## src/inc/led_drv_regs.vh

```
// Purpose: constants for the network status indicator driver
// Assumes: 40 MHz core clock
// Notes:   blink half period is given in microseconds
`ifndef LED_DRV_REGS_VH
`define LED_DRV_REGS_VH

`define CLK_FREQ_HZ      40000000
`define BLINK_HALF_US    40000
`define BLINK_HALF_CYC   ((`CLK_FREQ_HZ / 1000000) * `BLINK_HALF_US)
`define LED_OFF          1'h1
`define LED_ON           1'h0
`define PHASE_RST        1'h0
`define SYNC_RST         1'h0

// bit index of each status input in the synchroniser vector
`define STAT_RX          0
`define STAT_TX          1
`define STAT_COL         2
`define STAT_LINK        3
`define STAT_FDX         4
`define STAT_R100        5
`define STAT_HS          6
`define STAT_BULK        7
`define STAT_COUNT       8

`endif

```

## src/hdl/blink_gen.v

```verilog
// Purpose: free running blink phase generator
// Assumes: synchronous active high reset
// Notes:   phase toggles every HALF_CYC clocks
`timescale 1ns/10ps
`default_nettype none
`include "led_drv_regs.vh"

module blink_gen #(
    parameter integer HALF_CYC = `BLINK_HALF_CYC
) (
    // clock and reset
    input  wire clock,
    input  wire srst,
    // blink phase, low half then high half
    output reg  phase_r
);
    localparam integer CW     = $clog2(HALF_CYC + 1);
    localparam integer LAST_I = HALF_CYC - 1;
    // terminal count, cut to the counter width on purpose
    localparam [CW-1:0] LAST  = LAST_I[CW-1:0];

    reg [CW-1:0] cnt_r;

    // half period counter
    always @(posedge clock) begin
        if (srst) begin
            cnt_r   <= {CW{1'b0}};
            phase_r <= `PHASE_RST;
        end else if (cnt_r == LAST) begin
            cnt_r   <= {CW{1'b0}};
            phase_r <= ~phase_r;
        end else begin
            cnt_r   <= cnt_r + {{(CW-1){1'b0}}, 1'b1};
        end
    end
endmodule
`default_nettype wire

```

## src/hdl/net_status_leds.v

```verilog
// Purpose: drives active low status indicators of the network controller
// Assumes: all status inputs are asynchronous and synchronised here
// Notes:   activity blinking shares one blink phase generator
// Behaviour
// RULE1: receive indicator blinks while receiving, otherwise high.
// RULE2: collision indicator low during collision, high otherwise.
// RULE3: link indicator steadily low while link up and idle.
// RULE4: link indicator blinks while receiving or transmitting.
// RULE5: duplex indicator low in full duplex, high in half duplex.
// RULE6: line rate indicator low at 100 Mb/s, high at 10 Mb/s.
// RULE7: usb indicator high at full speed, low at high speed.
// RULE8: usb indicator blinks while host sends bulk out data.
// RULE9: blink period tens of milliseconds from core clock.
// RULE10: blinking beats steady level; all indicators inactive in reset.
`timescale 1ns/10ps
`default_nettype none
`include "led_drv_regs.vh"

module net_status_leds #(
    parameter integer HALF_CYC = `BLINK_HALF_CYC
) (
    // clock and reset
    input  wire clock,
    input  wire srst,
    // ethernet phy status
    input  wire phy_rx_active,
    input  wire phy_tx_active,
    input  wire phy_collision,
    input  wire phy_link_up,
    input  wire phy_full_duplex,
    input  wire phy_rate_100,
    // usb core status
    input  wire usb_high_speed,
    input  wire usb_bulk_out_active,
    // active low indicator outputs
    output reg  receive_activity_indicator_n,
    output reg  collision_indicator_n,
    output reg  link_state_indicator_n,
    output reg  duplex_indicator_n,
    output reg  line_rate_indicator_n,
    output reg  usb_status_indicator_n
);
    // status inputs that pass the synchronisers
    localparam integer NIN = `STAT_COUNT;

    // raw pin levels, packed at their named indices
    wire [NIN-1:0] raw_in;
    // synchronised levels, the only copy logic may read
    wire [NIN-1:0] sync_lvl;
    // shared blink phase, low half then high half
    wire           phase;

    // named views of the synchronised status
    wire           rx_s;
    wire           tx_s;
    wire           col_s;
    wire           link_s;
    wire           fdx_s;
    wire           r100_s;
    wire           hs_s;
    wire           bulk_s;

    // activity qualifiers of the blinking indicators
    wire           rx_blink;
    wire           link_blink;
    wire           usb_blink;

    // steady lamp levels while nothing blinks
    wire           rx_steady;
    wire           col_steady;
    wire           link_steady;
    wire           fdx_steady;
    wire           rate_steady;
    wire           usb_steady;

    // next levels of the indicator flops
    reg            rx_ind_nxt;
    reg            col_ind_nxt;
    reg            link_ind_nxt;
    reg            fdx_ind_nxt;
    reg            rate_ind_nxt;
    reg            usb_ind_nxt;

    // status level to lamp level, low lights the lamp
    function lamp;
        input lit_req;
        begin
            lamp = lit_req ? `LED_ON : `LED_OFF;
        end
    endfunction

    // activity follows the phase, otherwise the steady level
    function blend;
        input active;
        input steady;
        input ph;
        begin
            blend = active ? ph : steady;
        end
    endfunction

    // pack the pins, each at its named index
    assign raw_in[`STAT_RX]   = phy_rx_active;
    assign raw_in[`STAT_TX]   = phy_tx_active;
    assign raw_in[`STAT_COL]  = phy_collision;
    assign raw_in[`STAT_LINK] = phy_link_up;
    assign raw_in[`STAT_FDX]  = phy_full_duplex;
    assign raw_in[`STAT_R100] = phy_rate_100;
    assign raw_in[`STAT_HS]   = usb_high_speed;
    assign raw_in[`STAT_BULK] = usb_bulk_out_active;

    // two flops per pin; only the second one is read
    genvar gi;
    generate
        for (gi = 0; gi < NIN; gi = gi + 1) begin : g_sync
            reg meta_r;
            reg safe_r;
            always @(posedge clock) begin
                if (srst) begin
                    meta_r <= `SYNC_RST;
                    safe_r <= `SYNC_RST;
                end else begin
                    meta_r <= raw_in[gi];
                    safe_r <= meta_r;
                end
            end
            assign sync_lvl[gi] = safe_r;
        end
    endgenerate

    // named views of the synchronised status
    assign rx_s   = sync_lvl[`STAT_RX];
    assign tx_s   = sync_lvl[`STAT_TX];
    assign col_s  = sync_lvl[`STAT_COL];
    assign link_s = sync_lvl[`STAT_LINK];
    assign fdx_s  = sync_lvl[`STAT_FDX];
    assign r100_s = sync_lvl[`STAT_R100];
    assign hs_s   = sync_lvl[`STAT_HS];
    assign bulk_s = sync_lvl[`STAT_BULK];

    // shared visible blink phase
    blink_gen #(
        .HALF_CYC (HALF_CYC)                  // see RULE9
    ) u_blink (
        .clock    (clock),
        .srst     (srst),
        .phase_r  (phase)
    );

    // which indicators blink this cycle
    assign rx_blink   = rx_s;                 // see RULE1
    assign link_blink = rx_s | tx_s;          // see RULE4
    assign usb_blink  = bulk_s;               // see RULE8

    // steady levels from the synchronised status, receive level fixed off
    assign rx_steady   = `LED_OFF;            // see RULE1
    assign col_steady  = lamp(col_s);         // see RULE2
    assign link_steady = lamp(link_s);        // see RULE3
    assign fdx_steady  = lamp(fdx_s);         // see RULE5
    assign rate_steady = lamp(r100_s);        // see RULE6
    assign usb_steady  = lamp(hs_s);          // see RULE7

    // next levels, blinking beats the steady level
    always @* begin
        rx_ind_nxt   = blend(rx_blink, rx_steady, phase);
        col_ind_nxt  = col_steady;
        link_ind_nxt = blend(link_blink, link_steady, phase); // see RULE10
        fdx_ind_nxt  = fdx_steady;
        rate_ind_nxt = rate_steady;
        usb_ind_nxt  = blend(usb_blink, usb_steady, phase);   // see RULE10
    end

    // receive activity indicator flop
    always @(posedge clock) begin
        if (srst) begin
            receive_activity_indicator_n <= `LED_OFF;   // see RULE10
        end else begin
            receive_activity_indicator_n <= rx_ind_nxt;
        end
    end

    // collision indicator flop
    always @(posedge clock) begin
        if (srst) begin
            collision_indicator_n <= `LED_OFF;          // see RULE10
        end else begin
            collision_indicator_n <= col_ind_nxt;
        end
    end

    // link state indicator flop
    always @(posedge clock) begin
        if (srst) begin
            link_state_indicator_n <= `LED_OFF;         // see RULE10
        end else begin
            link_state_indicator_n <= link_ind_nxt;
        end
    end

    // duplex indicator flop
    always @(posedge clock) begin
        if (srst) begin
            duplex_indicator_n <= `LED_OFF;             // see RULE10
        end else begin
            duplex_indicator_n <= fdx_ind_nxt;
        end
    end

    // line rate indicator flop
    always @(posedge clock) begin
        if (srst) begin
            line_rate_indicator_n <= `LED_OFF;          // see RULE10
        end else begin
            line_rate_indicator_n <= rate_ind_nxt;
        end
    end

    // usb status indicator flop
    always @(posedge clock) begin
        if (srst) begin
            usb_status_indicator_n <= `LED_OFF;         // see RULE10
        end else begin
            usb_status_indicator_n <= usb_ind_nxt;
        end
    end
endmodule
`default_nettype wire

```

## config.mk

```make
export PLATFORM = sky130hd
export DESIGN_NAME = net_status_leds
export DESIGN_NICKNAME = d
export VERILOG_FILES = /design/src/hdl/blink_gen.v /design/src/hdl/net_status_leds.v
export VERILOG_INCLUDE_DIRS = /design/src /design/src/inc
export SDC_FILE = /design/constraint.sdc
export NUM_CORES = 1
export LEC_CHECK = 0
export BUFFER_PORTS_ARGS = -buffer_cell sky130_fd_sc_hd__buf_2
export CAP_MARGIN = 40
export CORE_MARGIN = 2
export CORE_UTILIZATION = 45
export CTS_CLUSTER_DIAMETER = 30
export CTS_CLUSTER_SIZE = 20
export DETAILED_ROUTE_END_ITERATION = 10
export HOLD_SLACK_MARGIN = 0.05
export PLACE_DENSITY = 0.7
export SYNTH_ARGS = -nofsm -noshare
export SYNTH_HDL_FRONTEND = slang
export SYNTH_HIERARCHICAL = 1
export SYNTH_SLANG_ARGS = --single-unit
```

## constraint.sdc

```tcl
create_clock -name clock -period 2.25 [get_ports clock]
set_input_delay 0.1125 -clock clock [delete_from_list [all_inputs] [get_ports clock]]
set_output_delay 0.1125 -clock clock [all_outputs]
set_load 0.01 [all_outputs]
```

Word-level counts from Yosys, hierarchy flattened
Index checks and enable logic that the tools add are counted.

storage, ports and cells
  flip-flop bits (word level) = 44
  latch bits = 0
  memory bits (writable) = 0
  bits in read-only memories = 0
  input bits = 10
  word-level logic and storage cells = 38
  memories kept = 0

cells by class
  add/subtract/negate cells = 1
  $mul = 0
  div/mod/pow operators = 0
  magnitude comparators = 0
  equality and inequality tests = 1
  shifts and indexed selects = 0
  multiplexer cells = 7
  bitwise logic cells = 3
  reductions and logical operators = 2

operators with widths
  operator                 number
  $add A21 B1 Y21 const B  1
  $eq A21 B21 Y1 const B   1
  $mux W1                  7
  $reduce_or A2 Y1         2
  $not A1 Y1               2
  $or A1 B1 Y1             1

Depth between registers and ports, before layout
Gate-level depths: netlist (run 1).

  word-level depth = 2
  depth in mapped cells = 6
  gate-level depth less buffers = 5

By module
The synthesis (run 1) kept the hierarchy.

by module, submodules not included
  module           times used  cells an instance  area each (um^2)  sequential area each (um^2)
  blink_gen        1           113                1,011.0           440.4
  net_status_leds  1           50                 611.8             440.4

Worst setup path before layout (run 1)
Ideal clock, no wire load.

  path type = register -> register
  from = register u_blink.cnt_r[0]
  to = register u_blink.cnt_r[16]
  arrival = 1.515 ns
  required time = 2.180 ns
  path slack = 0.665 ns
  stages on the path, launching flop included = 6
  path buffers = 0
  cell sequence = dfxtp_1 -> ha_1 -> nand4_1 -> or3_4 -> or3_1 -> a21oi_1

on the way
  longest elaborated chain between the ends = 2
  elaborated cells on any way between the ends = 3
  classes of those cells = 1 x add/sub; 1 x eq/ne; 1 x reduce/logical

RTL lines
  item                                                     RTL line        RTL
  start, declared                                          blink_gen.v:22  reg [CW-1:0] cnt_r;
  start signal, assigned                                   blink_gen.v:27  cnt_r <= {CW{1'b0}};
  start signal, assigned                                   blink_gen.v:30  cnt_r <= {CW{1'b0}};
  start signal, assigned                                   blink_gen.v:33  cnt_r <= cnt_r + {{(CW-1){1'b0}}, 1'b1};
  branches (longest 2 deep; another with $add A21 B1 Y21)  -

Several ways; the timed one is not identified.
A chain may end at the register's enable or synchronous reset.

Worst setup path in the final report (run 1)
  from = register u_blink.cnt_r[0]
  to = register u_blink.cnt_r[7]

Same word-level chain as after synthesis.

==> flow_summary.yaml, run 1 <==
cts:
  clk_latency_ps: 350
  cts_setup_buffers: 0
  root_buffer: "clkbuf_4"
  cts_sinks: 44
  htree_levels: 2
  cts.reportedPaths.clkPinSlew_ps: 130
  cts_buffer_depth: 2
  cts_tree: "yes"
  cts-buffers-inserted: 5
placement:
  dpl.hpwl_mm: 1.927
  placedCellCount: 222
  port_buffers: 15
  gp_congestion: 0.8114
sta:
  tns_ps: 0
  hold_violations: 0
  slew_headroom_pct: 73.01
  fmaxAchievable_mhz: 541.6
  rsz0062_at_grt: "false"
  period_needed_ps: 1846
  hold_slack_ps: 147.3
  final-max-slew-violation-count: 0
  tightest_slew_ps: 401.8
  clock-skew-final_ps: 11.15
  setup_viol: 0
  post-route-period-util_pct: 82.06
floorplanning:
  start_util_pct: 47.88
  num_rows: 21
  die-area_sq_um: 4102
  die_w_um: 64.05
  fp.dieH_um: 64.05
  fp.coreArea_sq_um: 3390
  ios: 16
setup_path:
  worstPathRequired_ps: 2500
  startpoint_type: "register"
  reg2reg_to: "u_blink/cnt_r[7]$_SDFF_PP0_"
  worstPathArrival_ps: 2100
  timing.rr.start: "u_blink/cnt_r[0]$_SDFF_PP0_"
  endpoint_kind: "register"
  reg2reg_depth: 6
  cp_max_fo: 11
  critical_path_class: "reg -> reg"
  ff2ff_setup_slack_ps: 400
cells_and_area:
  n_fill_cell: 318
  antennaDiodeCount: 0
  area_delta_synth_final_pct: 18.27
  seqCellArea_sq_um: 880.8
  nNetsFinal: 202
  drive_gt1_share_pct: 15.18
  multi_input_area_sq_um: 709.4
  fin_cells: 237
grt:
  grt_pass1_vias: 1124
  grt_max_degree: 24
  grt_pass1_wl_mm: 5.064
  gr-total-overflow: 0
  globalRouteTotalUtil_pct: 16.22
  antenna_found_initial: 0
logic_synthesis:
  synth_area_sq_um: 1623
  synthArstFlopShare_pct: 0
  yosys.area.top_type: "dfxtp_1"
  netlist.area_leader.share_pct: 54.28
  synth_area_per_cell_sq_um: 9.956
  ys_seq_area_share_pct: 54.28
  yosys-top-cells-area: "dfxtp_1 54%, nor2b_1 5.0%, nor2_1 4.9%"
  synth_cell_types: 32
  yosys_most_used_dff: "dfxtp_1"
  yosysWarnings: 6
  ys_ff_latch: 44
  syn-num-nets: 174
  synth_edf_count: 0
  netlist_instances: 163
detailed_routing:
  via_per_inst: 4.979
  drc: 0
  first_pass_iters: 5
  drt-total-wl_mm: 2.883
  ant_nets: 0
  wl_per_cell_um: 12.16
  num_vias: 1180
  drtIter0Drc: 36
hold_path:
  hp-start: "srst"
  hold_depth: 2
  hp-class: "in -> reg"
  holdPathEnd: "col_s$_SDFF_PP0_"
power_and_ir_drop:
  power.density_nw_per_um2: 754.5
  ir_worst_vdd_mv: 0.4901
  p_leak_nw: 0.7016
job:
  maxCapViolations: 0
status:
  status: "finished clean"
## cell type report
class / count / share of cell area (%)
clock buffers: 5 / 1.956
clock inverters: 2 / 3.129
inverters: 3 / 0.5867
multi-input cells: 113 / 36.96
flip-flops and latches: 44 / 45.89
well taps: 46 / 2.999
repair buffers: 24 / 8.475
## registers in the layout, summed over array words and instances, names as in the netlist
signal	cells
col_s	1
receive_activity_indicator_n	1
duplex_indicator_n	1
blend.active	1
fdx_s	1
usb_status_indicator_n	1
u_blink/phase_r	1
collision_indicator_n	1
g_sync.safe_r	5
u_blink/cnt_r	21
link_state_indicator_n	1
line_rate_indicator_n	1
g_sync.meta_r	8
## synth_stat cells (all sizes together) (2+ instances only)
| master | instances |
|---|---|
| nor2b | 13 |
| a21oi | 6 |
| and2b | 5 |
| xnor2 | 9 |
| buf | 2 |
| inv | 3 |
| nand2 | 9 |
| nand4 | 6 |
| and4 | 3 |
| dfxtp | 44 |
| or3 | 7 |
| nand3 | 8 |
| mux2i | 2 |
| nor3 | 3 |
| o21ai | 8 |
| nor4 | 4 |
| xor2 | 3 |
| nor2 | 21 |
## per-stage QoR
stage          worst slack, ps  power [W]  area [sq um]  util (%)
6_report                 403.6   0.001448          1919     56.63
3_3_place_gp             525.3  0.0008726          1742     51.38
2_1_floorplan            664.9  0.0008566          1623         -
3_5_place_dp             445.0  0.0008757          1742     51.38
5_1_grt                  279.0   0.001516          1919     56.63
4_1_cts                  412.8   0.001462          1919     56.63
## placed cells by master, fill, tap and decap left out, drive strengths merged
master | synthesis | routed
nor4b | 1 | 1
o21bai | 1 | 1
nand4 | 6 | 6
nor2b | 13 | 13
dfxtp | 44 | 44
nor3 | 3 | 3
inv | 3 | 3
buf | 2 | 16
nand2 | 9 | 9
dlygate4sd3 | 0 | 8
and4 | 3 | 3
o21ai | 8 | 8
bufinv | 0 | 2
mux2i | 2 | 2
ha | 1 | 1
or3 | 7 | 7
nor4 | 4 | 4
a21oi | 6 | 6
nor2 | 21 | 21
and2b | 5 | 5
o311ai | 1 | 1
xor2 | 3 | 3
a31oi | 1 | 1
nand3 | 8 | 8
xnor2 | 9 | 9
nor4bb | 1 | 1
clkbuf | 1 | 5
## power by group
group          internal [W]   total, W  switching (W)
registers          0.000801   0.000809     0.00000882
logic             0.0000325  0.0000591      0.0000266
clock network      0.000340   0.000580       0.000239
total               0.00117    0.00145       0.000275
## cells by family after synthesis
family,Yosys count,synth area share (%)
AND/OR/NAND/NOR,81,29.30
flip-flops,44,54.28
AO/OA/AOI/OAI,17,5.937
XOR/XNOR,12,6.477
buffers and inverters,6,2.004
multiplexers,2,1.234
adder cells (fa/ha/maj),1,0.7709
## worst max-delay path by stage
stage / from / end / slack [ps] / cells after the start
4_1_cts: u_blink/cnt_r[0]$_SDFF_PP0_ / u_blink/cnt_r[7]$_SDFF_PP0_ / 410 / 6
6_report: u_blink/cnt_r[0]$_SDFF_PP0_ / u_blink/cnt_r[7]$_SDFF_PP0_ / 400 / 6
5_1_grt: u_blink/cnt_r[2]$_SDFF_PP0_ / u_blink/cnt_r[19]$_SDFF_PP0_ / 280 / 4
2_1_floorplan: u_blink/cnt_r[0]$_SDFF_PP0_ / u_blink/cnt_r[16]$_SDFF_PP0_ / 660 / 5
3_3_place_gp: u_blink/cnt_r[0]$_SDFF_PP0_ / u_blink/cnt_r[6]$_SDFF_PP0_ / 530 / 6
3_5_place_dp: u_blink/cnt_r[0]$_SDFF_PP0_ / u_blink/cnt_r[7]$_SDFF_PP0_ / 450 / 6
## worst max-delay path, cell delays in order (launching register included)
cell,delay [ps]
dfxtp_1,380
ha_1,290
and4_1,260
nand3_1,170
o21bai_2,340
buf_4,240
nor2_1,70
## repair_timing
item	in CTS	in global routing
endpoints found under the hold margin	8	0
gates resized for setup	0	0
hold buffers	8	0
## routing by layer
layer	GRT usage [%]	share of wire [%]	vias up
li1	-	-	614
met4	4.891	0.62	0
met5	0	0	-
met3	5.810	3.0	2
met1	18.89	46	552
met2	27.73	50	12
(Power assumes the default switching activity.)
==> run 2, diff against run 1 <==
PLACE_DENSITY = 0.73   (was 0.7)
clock period = 1.55 ns   (was 2.25 ns; I/O delays follow)
==> run 2 against run 1 <==
The flow now finishes with violations (negative setup slack); largest cell class unchanged; global-route usage grew 0.35 points; clock skew shrank 3.3 ps; critical endpoint is now u_blink/cnt_r[18]$_SDFF_PP0_; largest power group unchanged; clock power shrank 14%; critical path depth shrank 1; worst hold slack lost 12 ps; utilization grew 4.8 points; final cell count grew 7.2%; register-to-register slack lost 400 ps; maximum frequency grew 19%; count of clock-buffer cells in the layout is the same; setup slack lost 400 ps.
==> flow_summary.yaml, run 2 (synthesis results as in run 1) <==
status:
  status: "finished with violations"
  violations: "negative setup slack"
setup_path:
  cp_common_cell: "or3_4"
  worstPathArrival_ps: 1830
  endpoint_kind: "register"
  cp_max_fo: 8
  max_stage_delay_ps: 390
  worstPathRequired_ps: 1830
  slowest_stage: "or3_4"
  critical_path_class: "reg -> reg"
  crit_path_cell_trace: "ha_4 > nand4_1 > or3_4 > or3_4 > a21oi_2"
  startpoint_type: "register"
cells_and_area:
  final_cell_mix: "35 x dfxtp_1, 21 x nor2_1, 16 x buf_4"
  largest_reg_flops: 21
  regMostFlops: "u_blink/cnt_r"
  antennaDiodeCount: 0
  seqCellArea_sq_um: 892.1
  drive_gt1_share_pct: 30.29
  area_delta_synth_final_pct: 28.37
  largestRegisters: "u_blink/cnt_r x21, g_sync.meta_r x8, g_sync.safe_r x5"
  nNetsFinal: 219
  multi_input_area_sq_um: 757.0
  final_common_cell: "dfxtp_1"
  n_fill_cell: 275
detailed_routing:
  drc: 0
  ant_nets: 0
  via_per_inst: 5.110
  drtIter0Drc: 53
  drt-total-wl_mm: 3.089
  wl_per_cell_um: 12.16
  num_vias: 1298
  first_pass_iters: 4
floorplanning:
  start_util_pct: 47.88
  ios: 16
  num_rows: 21
  die-area_sq_um: 4102
  fp.dieH_um: 64.05
  die_w_um: 64.05
  fp.coreArea_sq_um: 3390
sta:
  rsz0062_at_grt: "true"
  final-max-slew-violation-count: 0
  slew_headroom_pct: 74.74
  tightest_slew_ps: 378.9
  fmaxAchievable_mhz: 644.9
  hold_slack_ps: 134.9
  period_needed_ps: 1551
  clock-skew-final_ps: 7.835
  hold_violations: 0
  post-route-period-util_pct: 100.0
  worst_slack_ps: -0.6103
  setup_viol: 1
power_and_ir_drop:
  p_leak_nw: 0.7855
  power.density_nw_per_um2: 854.9
  ir_worst_vdd_mv: 0.7155
  power_w: 0.001781
grt:
  grt_max_degree: 24
  gr-total-overflow: 0
  grt_pass1_wl_mm: 5.333
  globalRouteTotalUtil_pct: 16.57
  antenna_found_initial: 0
  grt_pass1_vias: 1243
cts:
  clk_latency_ps: 340
  cts_tree: "yes"
  cts.reportedPaths.clkPinSlew_ps: 120
  root_buffer: "clkbuf_4"
  cts_sinks: 44
  cts-buffers-inserted: 5
  cts_buffer_depth: 2
  htree_levels: 2
placement:
  dpl.hpwl_mm: 2.070
  port_buffers: 15
  gp_congestion: 0.7978
job:
  maxCapViolations: 0
hold_path:
  hp-class: "in -> reg"
[run 2: layer usage]
layer / track usage [%] / vias to the layer above / share of wire (%)
met5: 0 / - / 0
met4: 7.609 / 0 / 1.5
met3: 3.697 / 5 / 3.4
met2: 29.04 / 31 / 52
met1: 19.06 / 611 / 43
li1: - / 651 / -
[run 2: timing repair]
| item | 4_1_cts | 5_1_grt |
|---|---|---|
| endpoints found under the setup margin | 5 | 21 |
| setup buffers | 0 | 2 |
| hold buffers | 8 | 0 |
| cloned | 0 | 0 |
| pin swaps | 2 | 4 |
| endpoints found under the hold margin | 8 | 0 |
| resized for setup | 2 | 14 |
[run 2: critical path, delay by kind of cell, from the launching register on]
family          cells  cell delay (ps)
fa+ha+maj           1              140
simple gates        3              850
flops               1              370
compound gates      1              130
[run 2: path summary, 6_finish.rpt]
kind,endpoint,depth (start not counted),start,slack [ps]
worst max-delay path,u_blink/cnt_r[18]$_SDFF_PP0_,5,u_blink/cnt_r[1]$_SDFF_PP0_,-0.6
worst min register to register,line_rate_indicator_n$_SDFF_PP1_,1,g_sync[5].safe_r$_SDFF_PP0_,380
worst max register to register,u_blink/cnt_r[18]$_SDFF_PP0_,5,u_blink/cnt_r[1]$_SDFF_PP0_,-0.6
worst min-delay path,g_sync[5].safe_r$_SDFF_PP0_,2,srst,130
[run 2: final cells by class]
type                       instances  share of cell area, %
clock buffer                       5                  1.802
clock inverter                     2                 0.6006
inverter                           3                 0.5405
multi-input combinational        113                  36.34
sequential                        44                  42.82
tap                               46                  2.763
timing repair buffer              41                  15.14
[run 2: power by group]
part,switching [W],internal (W)
logic,0.0000447,0.0000602
registers,0.0000130,0.00116
clock network,0.000335,0.000166
total,0.000392,0.00139
[run 2: per-stage QoR]
stage	worst slack [ps]	instance area, sq um	TNS (ps)	std cells	util (%)
final	-0.6103	2083	-0.6103	254	61.46
after floorplan	15.70	1635	0	163	-
after detailed placement	-51.79	1892	-152.5	237	55.81
after CTS	14.84	2024	0	252	59.73
after global routing	-84.73	2083	-391.9	254	61.46
after global placement	11.88	1892	0	237	55.81
==> run 3, diff against run 2 <==
REMOVE_ABC_BUFFERS = 1   (was default)
==> run 3 against run 2 <==
Sequential power about the same; via count down 1.2%; the flow still finishes with violations (negative setup slack); clock power up 44%; total power up 12%.
==> flow_summary.yaml, run 3 (synthesis results as in run 1) <==
grt:
  grt_pass1_vias: 1341
  grt_max_degree: 24
  antenna_found_initial: 0
  gr-total-overflow: 0
  grt_pass1_wl_mm: 5.457
  globalRouteTotalUtil_pct: 17.01
cts:
  cts-buffers-inserted: 5
  cts_buffer_depth: 2
  cts_tree: "yes"
  root_buffer: "clkbuf_4"
  cts.reportedPaths.clkPinSlew_ps: 140
  clk_latency_ps: 350
  cts_sinks: 44
  htree_levels: 2
cells_and_area:
  nNetsFinal: 222
  area_delta_synth_final_pct: 30.22
  drive_gt1_share_pct: 27.83
  largestRegisters: "u_blink/cnt_r x21, g_sync.meta_r x8, g_sync.safe_r x5"
  regMostFlops: "u_blink/cnt_r"
  antennaDiodeCount: 0
  n_fill_cell: 274
  final_cell_mix: "37 x dfxtp_1, 21 x nor2_1, 19 x buf_4"
  final_common_cell: "dfxtp_1"
  largest_reg_flops: 21
  fin_area_sq_um: 2113
  final_util_pct: 62.35
power_and_ir_drop:
  power.density_nw_per_um2: 946.0
  ir_worst_vdd_mv: 0.7429
  power_w: 0.001999
  p_leak_nw: 0.8212
detailed_routing:
  num_vias: 1283
  via_per_inst: 4.973
  drtIter0Drc: 84
  wl_per_cell_um: 11.98
  drt-total-wl_mm: 3.092
  first_pass_iters: 4
  ant_nets: 0
  drc: 0
sta:
  final-max-slew-violation-count: 0
  tightest_slew_ps: 358.0
  worst_slack_ps: -27.38
  post-route-period-util_pct: 101.8
  period_needed_ps: 1577
  hold_violations: 0
  slew_headroom_pct: 76.13
  fmaxAchievable_mhz: 634.0
  setup_viol: 4
  rsz0062_at_grt: "true"
  clock-skew-final_ps: 10.66
setup_path:
  endpoint_kind: "register"
  crit_path_cell_trace: "ha_4 > nand4_1 > or3_4 > or3_1 > a21oi_1"
  worstPathRequired_ps: 1830
  path_buf_inv: 0
  slowest_stage: "or3_4"
  worstPathArrival_ps: 1860
  cp_top_family: "simple AND/OR/NAND/NOR gates"
  startpoint_type: "register"
  max_stage_delay_ps: 420
  cp_max_fo: 8
  critical_path_class: "reg -> reg"
floorplanning:
  die_w_um: 64.05
  start_util_pct: 47.88
  die-area_sq_um: 4102
  fp.dieH_um: 64.05
  ios: 16
  num_rows: 21
  fp.coreArea_sq_um: 3390
status:
  violations: "negative setup slack"
  status: "finished with violations"
placement:
  post-place-ws_ps: -56.87
  port_buffers: 15
  dpl.hpwl_mm: 2.115
  gp_congestion: 0.8294
  placed_area_sq_um: 1872
hold_path:
  hp-class: "in -> reg"
job:
  maxCapViolations: 0
==> run 3: changes by cell type in the layout (fill, tap and decap cells not counted), sizes merged <==
cell,previous run,this run
clkinv,1,0
buf,33,36
bufinv,0,1
inv,3,4
==> run 3: through the flow <==
step / std cells / hold WS, ps / setup TNS, ps
2_1_floorplan: 160 / 146.6 / -350.7
3_3_place_gp: 236 / 283.5 / 0
3_5_place_dp: 236 / 286.2 / -185.5
4_1_cts: 255 / 114.2 / -144.8
5_1_grt: 258 / 145.8 / -624.2
6_report: 258 / 107.5 / -51.62
==> run 3: path summary, 6_finish.rpt <==
path	endpoint	slack [ps]	cells past startpoint	start
worst max register to register	u_blink/cnt_r[18]$_SDFF_PP0_	-30	5	u_blink/cnt_r[0]$_SDFF_PP0_
worst min-delay path	g_sync[3].meta_r$_SDFF_PP0_	110	2	srst
worst min register to register	collision_indicator_n$_SDFF_PP1_	380	1	col_s$_SDFF_PP0_
worst max-delay path	u_blink/cnt_r[18]$_SDFF_PP0_	-30	5	u_blink/cnt_r[0]$_SDFF_PP0_
==> run 3: worst reg2reg max path, delay by kind of cell, from the launching register on <==
kind | cells | cell delay, ps
AND/OR/NAND/NOR | 3 | 860
flip-flops | 1 | 380
adder cells (fa/ha/maj) | 1 | 140
AO/OA/AOI/OAI | 1 | 130
==> run 3: layout make-up <==
cell class	count	area [sq um]	share of cell area [%]
multi-input cells	113	733.2	34.70
well taps	46	57.56	2.724
inverters	3	11.26	0.5329
flip-flops and latches	44	889.6	42.10
clock inverters	3	46.29	2.191
repair buffers	44	337.8	15.99
clock buffers	5	37.54	1.776
==> run 3: what timing repair did <==
action | in CTS | in global routing
hold buffers | 8 | 0
endpoints found under the hold margin | 8 | 0
setup endpoints to repair | 4 | 21
pin swaps | 5 | 4
setup buffers | 3 | 3
gates resized for setup | 4 | 7
==> run 3: report_power, final <==
part | switching, W | total (W) | internal (W)
combinational | 0.0000441 | 0.000104 | 0.0000597
sequential | 0.0000129 | 0.00118 | 0.00116
clock | 0.000374 | 0.000719 | 0.000345
total | 0.000431 | 0.00200 | 0.00157
==> run 3: layer usage <==
metal	GRT usage, %	routed length, um	up-vias
met5	0	0	-
li1	-	-	653
met1	18.70	1309	608
met4	8.696	59	0
met2	30.47	1656	15
met3	3.697	68	7
